===== config.mk =====
export PLATFORM = sky130hd
export DESIGN_NAME = managed_nand_card_registers
export DESIGN_NICKNAME = d
export VERILOG_FILES = /design/src/hw/card_regs_pkg.sv /design/src/hw/managed_nand_card_registers.sv
export SDC_FILE = /design/constraint.sdc
export NUM_CORES = 1
export LEC_CHECK = 0
export ABC_CLOCK_PERIOD_IN_PS = 13000
export BUFFER_PORTS_ARGS = -buffer_cell sky130_fd_sc_hd__buf_2
export CAP_MARGIN = 20
export CORE_MARGIN = 8
export CORE_UTILIZATION = 55
export DETAILED_ROUTE_END_ITERATION = 6
export PLACE_DENSITY = 0.7
export SLEW_MARGIN = 20
export SYNTH_ARGS = -nofsm -noshare
export SYNTH_HDL_FRONTEND = slang
export SYNTH_SLANG_ARGS = --single-unit

===== constraint.sdc =====
create_clock -name clk_sys -period 13 [get_ports clk_sys]
set_clock_uncertainty 0.15 [all_clocks]
set_input_delay 0.65 -clock clk_sys [delete_from_list [all_inputs] [get_ports clk_sys]]
set_output_delay 0.65 -clock clk_sys [all_outputs]
set_load 0.02 [all_outputs]

===== src/hw/card_regs_pkg.sv =====
// Constants, field layouts and frame carriers for the card register bank.
// Assumes a 25 MHz system clock and a command bus clocked by the host.
package card_regs_pkg;

  // Command and response frame sizes, in link bits
  localparam int CMD_BITS = 48;
  localparam int SHORT_BITS = 48;
  localparam int LONG_BITS = 136;
  localparam int RESP_GAP = 2; // Link clocks between command end bit and response start

  // Command indices that this bank decodes
  localparam logic [5:0] CMD_GO_IDLE = 6'h00;
  localparam logic [5:0] CMD_SEND_OP = 6'h01;
  localparam logic [5:0] CMD_ALL_CID = 6'h02;
  localparam logic [5:0] CMD_SET_ADDR = 6'h03;
  localparam logic [5:0] CMD_SET_DRV = 6'h04;
  localparam logic [5:0] CMD_SELECT = 6'h07;
  localparam logic [5:0] CMD_SEND_CSD = 6'h09;
  localparam logic [5:0] CMD_SEND_CID = 6'h0a;
  localparam logic [5:0] CMD_STATUS = 6'h0d;
  localparam logic [5:0] CMD_PROG_CSD = 6'h1b;

  // Power-up routine length
  localparam int POWERUP_US = 1000;
  localparam int SYS_MHZ = 25;
  localparam int POWERUP_CYCLES = POWERUP_US * SYS_MHZ;

  // Operating-conditions layout
  localparam logic [1:0] ACCESS_BYTE = 2'h0;
  localparam logic [1:0] ACCESS_SECTOR = 2'h2;
  localparam logic [8:0] OCR_HIGH_WINDOW = 9'h1ff;
  localparam logic [6:0] OCR_MID_WINDOW = 7'h00;
  localparam logic OCR_LOW_WINDOW = 1'b1;

  // Reset values of writable registers, and the broadcast relative address
  localparam logic [15:0] DRIVER_STAGE_RESET = 16'h0404;
  localparam logic [15:0] REL_ADDR_RESET = 16'h0001;
  localparam logic [15:0] REL_ADDR_BROADCAST = 16'h0000;
  localparam logic [14:0] CSD_PROG_RESET = 15'h0000;

  // Identity fields; these values are arbitrary
  localparam logic [7:0] MAKER_CODE = 8'h5a;
  localparam logic [1:0] DEVICE_PACKAGE_KIND = 2'h1;
  localparam logic [7:0] OEM_APPLICATION_CODE = 8'h3c;
  localparam logic [47:0] PRODUCT_NAME = 48'h4e_41_4e_44_30_31;
  localparam logic [7:0] PRODUCT_REVISION = 8'h10;
  localparam logic [7:0] MANUFACTURING_DATE = 8'h00;

  // Card-specific-data read-only part, bits 127 down to 16
  localparam logic [111:0] CSD_FIXED = {
    2'h3, 4'h4, 2'h0,          // Structure, spec_version, reserved
    8'hff, 8'hff,              // read_access_time, read_access_cycles
    8'h32, 12'h1f5, 4'h9,      // Transfer rate, command_class_set, max_read_block_length
    1'b0, 1'b0, 1'b0, 1'b0,    // partial_read, write_misalign, read_misalign, driver_stage_present
    2'h0, 12'hfff,             // Reserved, device size
    3'h3, 3'h7, 3'h3, 3'h7,    // Current classes
    3'h7, 5'h1f, 5'h1c,        // device_size_multiplier, erase_group_size, erase_group_multiplier
    5'h00, 1'b1,               // protect_group_size, protect_group_enable
    2'h0, 3'h2, 4'h9, 1'b0,    // Default ECC, write_speed_factor, max_write_block_length, partial_write
    4'h0, 1'b0                 // Reserved, content protection
  };

  // Card status layout
  localparam int STATUS_STATE_LSB = 9;
  localparam int STATUS_READY_BIT = 8;

  typedef enum logic [2:0] {StIdle, StReady, StIdent, StStandby, StTransfer} card_state_e;

  // Decoded command frame
  typedef struct packed {
    logic [5:0] index;
    logic [31:0] arg;
  } cmd_frame_s;

endpackage


===== src/hw/managed_nand_card_registers.sv =====
// Card register bank behind the command line of a managed NAND device.
// Assumes the host clock and command pin arrive asynchronously and the
// host clock is at least eight system clocks long.
`timescale 1ns/100ps
module managed_nand_card_registers
  import card_regs_pkg::*;
#(
  parameter int POWERUP_COUNT = POWERUP_CYCLES, // Shorten for simulation
  parameter logic [31:0] PRODUCT_SERIAL = 32'h0000_0001 // Distinct per instance
) (
  input wire logic clk_sys,
  input wire logic rst,
  input wire logic linkClk,
  input wire logic cmdIn,
  output logic cmdOut,
  output logic cmdOeN,
  output logic powerUpDone,
  output logic [2:0] cardState,
  output logic [15:0] relativeAddress,
  output logic [15:0] driverStage
);

  ////////////////////////////////////////////////////////////////////////////
  // Helpers

  // Serial checksum over the top len bits of data
  function automatic logic [6:0] crc7(input logic [119:0] data, input int len);
    logic [6:0] crc;
    logic fb;
    crc = 7'h00;
    fb = 1'b0;
    for (int i = 119; i >= 0; i--) begin
      if (i >= 120 - len) begin
        fb = data[i] ^ crc[6];
        crc = {crc[5:0], 1'b0} ^ (fb ? 7'h09 : 7'h00);
      end
    end
    return crc;
  endfunction

  // True when an addressed command targets this card
  function automatic logic addrHit(input cmd_frame_s f, input logic [15:0] relative_address);
    return f.arg[31:16] == relative_address;
  endfunction

  ////////////////////////////////////////////////////////////////////////////
  // Pin synchronisers and link edges

  logic clkS1_q, clkS2_q, clkS3_q; // Link clock sync chain plus history
  logic cmdS1_q, cmdS2_q; // Command pin sync chain
  logic linkRise, linkFall;

  // Two flops per pin before any logic looks at it
  always_ff @(posedge clk_sys or posedge rst) begin
    if (rst) begin
      clkS1_q <= 1'b0;
      clkS2_q <= 1'b0;
      clkS3_q <= 1'b0;
      cmdS1_q <= 1'b1;
      cmdS2_q <= 1'b1;
    end else begin
      clkS1_q <= linkClk;
      clkS2_q <= clkS1_q;
      clkS3_q <= clkS2_q;
      cmdS1_q <= cmdIn;
      cmdS2_q <= cmdS1_q;
    end
  end

  assign linkRise = clkS2_q & ~clkS3_q;
  assign linkFall = ~clkS2_q & clkS3_q;

  ////////////////////////////////////////////////////////////////////////////
  // Power-up routine

  logic [31:0] powerCnt_q;
  logic powerDone_q;

  // Busy stays low until the count runs out
  always_ff @(posedge clk_sys or posedge rst) begin
    if (rst) begin
      powerCnt_q <= 32'h0;
      powerDone_q <= 1'b0;
    end else if (!powerDone_q) begin
      powerCnt_q <= powerCnt_q + 32'h1;
      powerDone_q <= (powerCnt_q >= 32'(POWERUP_COUNT - 1));
    end
  end

  ////////////////////////////////////////////////////////////////////////////
  // Command receiver

  logic rxBusy_q;
  logic [5:0] rxCnt_q;
  logic [47:0] rxShift_q;
  logic frameDone_q; // One-cycle pulse when a whole frame sits in rxShift_q
  logic txBusy_q;
  logic [47:0] rxFull;

  assign rxFull = {rxShift_q[46:0], cmdS2_q};

  // Sample on host clock rises; the line is ignored while we answer
  always_ff @(posedge clk_sys or posedge rst) begin
    if (rst) begin
      rxBusy_q <= 1'b0;
      rxCnt_q <= 6'h0;
      rxShift_q <= 48'h0;
      frameDone_q <= 1'b0;
    end else begin
      frameDone_q <= 1'b0;
      if (linkRise) begin
        if (!rxBusy_q) begin
          // Start bit opens a frame
          if (!cmdS2_q && !txBusy_q) begin
            rxBusy_q <= 1'b1;
            rxCnt_q <= 6'h1;
            rxShift_q <= rxFull;
          end
        end else begin
          rxShift_q <= rxFull;
          rxCnt_q <= rxCnt_q + 6'h1;
          if (rxCnt_q == 6'(CMD_BITS - 1)) begin
            rxBusy_q <= 1'b0;
            frameDone_q <= 1'b1;
          end
        end
      end
    end
  end

  cmd_frame_s frame;
  logic frameOk;

  // Host-direction bit, end bit and checksum must all agree
  assign frame = '{index: rxShift_q[45:40], arg: rxShift_q[39:8]};
  assign frameOk = rxShift_q[46] && rxShift_q[0] &&
    (rxShift_q[7:1] == crc7({rxShift_q[47:8], 80'h0}, 40));

  ////////////////////////////////////////////////////////////////////////////
  // Register contents

  card_state_e state_q;
  logic [15:0] rca_q;
  logic [15:0] dsr_q;
  logic [14:0] csdProg_q; // Host-programmable bits 15 down to 1
  logic [31:0] operating_conditions;
  logic [119:0] cidBody;
  logic [127:0] device_identity;
  logic [127:0] card_specific_data;
  logic [2:0] stateCode;
  logic [31:0] status;

  assign operating_conditions = {powerDone_q, ACCESS_SECTOR, 5'h00,
    OCR_HIGH_WINDOW, OCR_MID_WINDOW, OCR_LOW_WINDOW, 7'h00};
  assign cidBody = {MAKER_CODE, 6'h00, DEVICE_PACKAGE_KIND, OEM_APPLICATION_CODE,
    PRODUCT_NAME, PRODUCT_REVISION, PRODUCT_SERIAL, MANUFACTURING_DATE};
  assign device_identity = {cidBody, crc7(cidBody, 120), 1'b1};
  // Fixed part carries the capability and timing fields
  assign card_specific_data = {CSD_FIXED, csdProg_q, 1'b1};
  assign stateCode = 3'(state_q);
  assign status = {19'h0, 1'b0, stateCode, powerDone_q, 8'h00};

  ////////////////////////////////////////////////////////////////////////////
  // Command decode

  card_state_e stateD;
  logic [135:0] respD;
  logic [7:0] respLenD;
  logic [47:0] shortFrame;
  logic [39:0] shortHead;

  // short answers carry the status before any state change
  assign shortHead = {2'b00, frame.index, status};
  assign shortFrame = {shortHead, crc7({shortHead, 80'h0}, 40), 1'b1};

  // Choose the answer and the next card state
  always_comb begin
    stateD = state_q;
    respD = 136'h0;
    respLenD = 8'h0;
    case (frame.index)
      CMD_SEND_OP: begin
        if (state_q == StIdle) begin
          respD = {2'b00, 6'h3f, operating_conditions, 7'h7f, 1'b1, 88'h0};
          respLenD = 8'(SHORT_BITS);
          if (powerDone_q) begin
            stateD = StReady;
          end
        end
      end
      CMD_ALL_CID: begin
        if (state_q == StReady) begin
          respD = {2'b00, 6'h3f, device_identity[127:1], 1'b1};
          respLenD = 8'(LONG_BITS);
          stateD = StIdent;
        end
      end
      CMD_SET_ADDR: begin
        if (state_q == StIdent) begin
          respD = {shortFrame, 88'h0};
          respLenD = 8'(SHORT_BITS);
          stateD = StStandby;
        end
      end
      CMD_SELECT: begin
        // Own address selects; any other, zero included, deselects
        if (state_q == StStandby && addrHit(frame, rca_q)) begin
          respD = {shortFrame, 88'h0};
          respLenD = 8'(SHORT_BITS);
          stateD = StTransfer;
        end else if (state_q == StTransfer && !addrHit(frame, rca_q)) begin
          stateD = StStandby;
        end
      end
      CMD_SEND_CSD, CMD_SEND_CID: begin
        if (state_q == StStandby && addrHit(frame, rca_q)) begin
          respD = {2'b00, 6'h3f, (frame.index == CMD_SEND_CSD) ? card_specific_data[127:1] : device_identity[127:1], 1'b1};
          respLenD = 8'(LONG_BITS);
        end
      end
      CMD_STATUS: begin
        if (state_q inside {StStandby, StTransfer} && addrHit(frame, rca_q)) begin
          respD = {shortFrame, 88'h0};
          respLenD = 8'(SHORT_BITS);
        end
      end
      CMD_PROG_CSD: begin
        if (state_q == StTransfer) begin
          respD = {shortFrame, 88'h0};
          respLenD = 8'(SHORT_BITS);
        end
      end
      default: begin
        stateD = state_q; // Unknown commands get no answer
      end
    endcase
  end

  ////////////////////////////////////////////////////////////////////////////
  // Card state and writable registers

  // Only whole, checked frames change anything
  always_ff @(posedge clk_sys or posedge rst) begin
    if (rst) begin
      state_q <= StIdle;
      rca_q <= REL_ADDR_RESET;
      dsr_q <= DRIVER_STAGE_RESET;
      csdProg_q <= CSD_PROG_RESET;
    end else if (frameDone_q && frameOk) begin
      if (frame.index == CMD_GO_IDLE) begin
        // Software reset back to identification start
        state_q <= StIdle;
        rca_q <= REL_ADDR_RESET;
      end else begin
        state_q <= stateD;
      end
      if (frame.index == CMD_SET_ADDR && state_q == StIdent) begin
        rca_q <= frame.arg[31:16];
      end
      if (frame.index == CMD_SET_DRV && state_q == StStandby) begin
        dsr_q <= frame.arg[31:16];
      end
      // Read-only fields have no storage, so only these bits can move
      if (frame.index == CMD_PROG_CSD && state_q == StTransfer) begin
        csdProg_q <= frame.arg[15:1];
      end
    end
  end

  ////////////////////////////////////////////////////////////////////////////
  // Response transmitter

  logic [135:0] txShift_q;
  logic [7:0] txLeft_q;
  logic [1:0] txGap_q;
  logic txDrive_q;

  // Waits the gap on rises, then drives one bit per host clock fall
  always_ff @(posedge clk_sys or posedge rst) begin
    if (rst) begin
      txBusy_q <= 1'b0;
      txShift_q <= 136'h0;
      txLeft_q <= 8'h0;
      txGap_q <= 2'h0;
      txDrive_q <= 1'b0;
    end else if (frameDone_q && frameOk && respLenD != 8'h0 && frame.index != CMD_GO_IDLE) begin
      txBusy_q <= 1'b1;
      txShift_q <= respD;
      txLeft_q <= respLenD;
      txGap_q <= 2'(RESP_GAP);
      txDrive_q <= 1'b0;
    end else if (txBusy_q) begin
      if (txGap_q != 2'h0) begin
        if (linkRise) begin
          txGap_q <= txGap_q - 2'h1;
        end
      end else if (linkFall) begin
        if (txLeft_q == 8'h0) begin
          // Last bit has stood a full clock; let go of the line
          txBusy_q <= 1'b0;
          txDrive_q <= 1'b0;
        end else begin
          txDrive_q <= 1'b1;
          txShift_q <= {txShift_q[134:0], 1'b1};
          txLeft_q <= txLeft_q - 8'h1;
        end
      end
    end
  end

  ////////////////////////////////////////////////////////////////////////////
  // Registered outputs

  // Pin bit is taken before the shift so it trails the shifter by one bit
  always_ff @(posedge clk_sys or posedge rst) begin
    if (rst) begin
      cmdOut <= 1'b1;
      cmdOeN <= 1'b1;
      powerUpDone <= 1'b0;
      cardState <= 3'h0;
      relativeAddress <= REL_ADDR_RESET;
      driverStage <= DRIVER_STAGE_RESET;
    end else begin
      if (txBusy_q && txGap_q == 2'h0 && linkFall) begin
        cmdOut <= (txLeft_q == 8'h0) ? 1'b1 : txShift_q[135];
        cmdOeN <= (txLeft_q == 8'h0);
      end else if (!txBusy_q) begin
        cmdOut <= 1'b1;
        cmdOeN <= 1'b1;
      end
      powerUpDone <= powerDone_q;
      cardState <= stateCode;
      relativeAddress <= rca_q;
      driverStage <= dsr_q;
    end
  end

endmodule


==> results.cfg <==
[outcome]
status = finished clean

[worst_setup_path]
path_class = reg2reg
regToRegStartpoint = rxShift_q[41]
r2r_slack_ns = 7.66
crit_path_end = txShift_q[95]
worstSetupStartpointType = flop
arrival_ns = 5.58
reg2reg_to = txShift_q[95]
end_kind = flop
crit_start = rxShift_q[41]
worstPathRequired_ns = 13.24
r2r_cells = 10
crit_fanout = 79

[placed_design]
dp_hpwl_mm = 19.3
pre_cts_ws_ns = 7.73
gp_congestion = 0.918
port_buffers = 41

[clock_network]
clk_pin_slew_ns = 0.06
cts_tree = done
cts_buffers = 36
htree_levels = 2
cts_resized = 0
hold_buffers = 0
cts-root-buf = clkbuf_16
clockBufferDepth = 3
cts.sinks = 329
clock_latency_ns = 0.52
postCtsSetupRepairBufs = 0

[cells_and_area]
syn2layout_area_growth_pct = 10.7
layout-drive-gt1-share = 0.148
fillerInstances = 2120
fin_nets = 1397
finish.utilization = 0.621
n_antenna_cell = 0

[flow_run]
drv_cap = 0

[synth]
ys.flop_type = dfrtp_1
synth-seq-area-share = 0.544
synth-seq-cells = 329
yosys_warnings = 0
async_flop_share = 1.00
synth_area_mm2 = 0.0152
syn_nets = 1399
yosys.cell_types.count = 72
syn_inst = 1386
syn_area_per_cell_um2 = 10.9
synth_edf_count = 0

[floorplan]
die_w_um = 182
fp-row-count = 60
core-area_mm2 = 0.0270
die_area_mm2 = 0.0331
num_io_pins = 42
initial_core_util = 0.561
die_h_um = 182

[hold_path]
hold_path.class = in2reg
hold_depth = 1

[timing]
fmax_mhz = 187
drv_slew = 0
period_needed_ns = 5.34
slew_headroom = 0.311
tightest_slew_ns = 1.03
fin_crit_sh = 0.410
finalSetupTns_ns = 0
setup_viol = 0
setup_ws_ns = 7.66
hold_viol = 0
grt_setup_unrepaired = no

[global_routing]
grt_max_degree = 141
use_met1 = 0.267
first_global_vias = 10100
antenna_found_initial = 1
track_usage = 0.192
overflow = 0
grt.busiest_layer = met2
grt_use_met2 = 0.309
met3_usage = 0.0329
grt_pass1_wl_mm = 52.8

[routing]
wire_per_inst_um = 17.9
routed-via-count = 10100
dr.pass1.iters = 5
ant_nets = 0
drtIter0Drc = 897
vias_per_cell = 5.74
drc = 0
wirelength_mm = 31.4

[pwr]
p_leak_nw = 8.00
finalPower_mw = 2.28
p_per_area_mw_per_mm2 = 136
ir_drop_mv = 0.108
==> sequential cells by signal, summed over array words and instances (netlist names), 2 cells and up <==
name and count:
relativeAddress 16, rca_q 16, rxCnt_q 6, stateCode 3, cardState 3, csdProg_q 15
rxShift_q 48, powerCnt_q 32, txLeft_q 8, txGap_q 2, txShift_q 136, driverStage 16
dsr_q 16
==> worst min-delay path by stage <==
stage / from / endpoint / slack [ns]
after floorplan: clkS1_q / clkS2_q / 0.18
after global placement: clkS1_q / clkS2_q / 0.19
after global routing: cmdIn / cmdS1_q / 0.08
after detailed placement: clkS1_q / clkS2_q / 0.19
after CTS: cmdIn / cmdS1_q / 0.08
final: cmdIn / cmdS1_q / 0.09
==> routing by layer <==
metal	share of wire	vias up	wire, um
li1	-	4766	-
met1	0.47	5064	14800
met2	0.47	184	14800
met3	0.039	48	1240
met5	0.00041	-	13
met4	0.018	2	559
==> stage by stage <==
stage / cells / instance area [um2] / hold WS [ns]
global placement: 1686 / 15500 / 0.185
floorplan: 1386 / 15200 / 0.181
finish: 1753 / 16800 / 0.0941
detailed placement: 1686 / 15500 / 0.187
global route: 1753 / 16800 / 0.0757
CTS: 1752 / 16700 / 0.0758
==> logic make-up after synthesis <==
| group | after synthesis | share of synthesized area |
|---|---|---|
| adders and majority gates | 9 | 0.00743 |
| muxes | 44 | 0.0329 |
| and+or+nand+nor | 482 | 0.139 |
| AOI/OAI and AO/OA | 272 | 0.137 |
| DFF | 329 | 0.544 |
| xor gates and xnor gates | 143 | 0.106 |
| buffers and inverters | 107 | 0.0330 |
==> layout make-up <==
class / count / area, um2 / area share
sequential: 329 / 8250 / 0.491
multi-input combinational: 950 / 6450 / 0.385
clock buffer: 54 / 1100 / 0.0656
tap: 341 / 427 / 0.0254
timing repair buffer: 53 / 315 / 0.0188
clock inverter: 12 / 174 / 0.0104
inverter: 14 / 60.1 / 0.00358
==> report_power, final <==
part           internal (mW)  switching (mW)
Sequential              1.04          0.0221
Combinational         0.0574          0.0853
Clock                  0.667           0.408
Total                   1.77           0.515
==> worst max-delay path: stages, from the launching register on <==
cell,delay [ns]
dfrtp_1,0.72
xnor3_1,0.55
xnor2_2,0.33
xnor3_1,0.32
xnor3_1,0.37
and2_1,0.16
mux2i_2,0.49
or4_2,0.23
buf_4,0.59
nand2_4,0.70
o221a_2,0.53
==> cell usage after synthesis (3+ instances only) <==
| library cell | count | area share |
|---|---|---|
| nor3_1 | 12 | 0.0040 |
| dfstp_2 | 10 | 0.017 |
| a2bb2oi_1 | 28 | 0.016 |
| a21oi_1 | 45 | 0.015 |
| xnor2_1 | 89 | 0.051 |
| a31oi_1 | 18 | 0.0074 |
| mux2i_1 | 8 | 0.0053 |
| buf_6 | 6 | 0.0045 |
| nand2_1 | 301 | 0.075 |
| or3_1 | 5 | 0.0021 |
| a211o_1 | 4 | 0.0023 |
| o22a_1 | 7 | 0.0040 |
| nand3_1 | 24 | 0.0079 |
| clkbuf_1 | 54 | 0.013 |
| mux2_1 | 10 | 0.0074 |
| buf_4 | 9 | 0.0045 |
| nor2_1 | 62 | 0.015 |
| mux2_2 | 24 | 0.018 |
| xor2_1 | 26 | 0.015 |
| o211ai_1 | 3 | 0.0015 |
| buf_2 | 16 | 0.0053 |
| buf_1 | 8 | 0.0020 |
| o2bb2ai_1 | 12 | 0.0069 |
| o21ai_0 | 81 | 0.027 |
| nand4_1 | 13 | 0.0054 |
| nor2b_1 | 6 | 0.0025 |
| ha_1 | 9 | 0.0074 |
| xnor3_1 | 22 | 0.033 |
| inv_1 | 14 | 0.0035 |
| a22o_1 | 17 | 0.0098 |
| or2_2 | 3 | 0.0012 |
| nor4b_1 | 3 | 0.0017 |
| xnor2_2 | 4 | 0.0043 |
| and3_1 | 10 | 0.0041 |
| and2_1 | 4 | 0.0017 |
| nor4_1 | 10 | 0.0041 |
| nand2b_1 | 10 | 0.0041 |
| o22ai_1 | 5 | 0.0021 |
| a2bb2oi_2 | 33 | 0.033 |
| dfrtp_1 | 319 | 0.53 |
| or4_1 | 3 | 0.0015 |
==> cells in the final DEF (no fill, tap or decap), types with 9 or more instances in the layout <==
master	n
dfrtp_1	319
a31oi_1	18
clkbuf_16	37
inv_1	13
buf_4	11
xnor2_1	89
a2bb2oi_1	28
and3_1	10
nand2b_1	10
a2bb2oi_2	33
clkbuf_8	11
nand3_1	24
nor4_1	9
ha_1	9
buf_2	41
dfstp_2	10
xnor3_1	22
a22o_1	17
nand2_1	301
o21ai_0	80
xor2_1	26
nor3_1	12
mux2_1	10
o2bb2ai_1	12
nand4_1	13
nor2_1	60
mux2_2	24
a21oi_1	45
No activity file was read; power rests on OpenSTA's default activity.
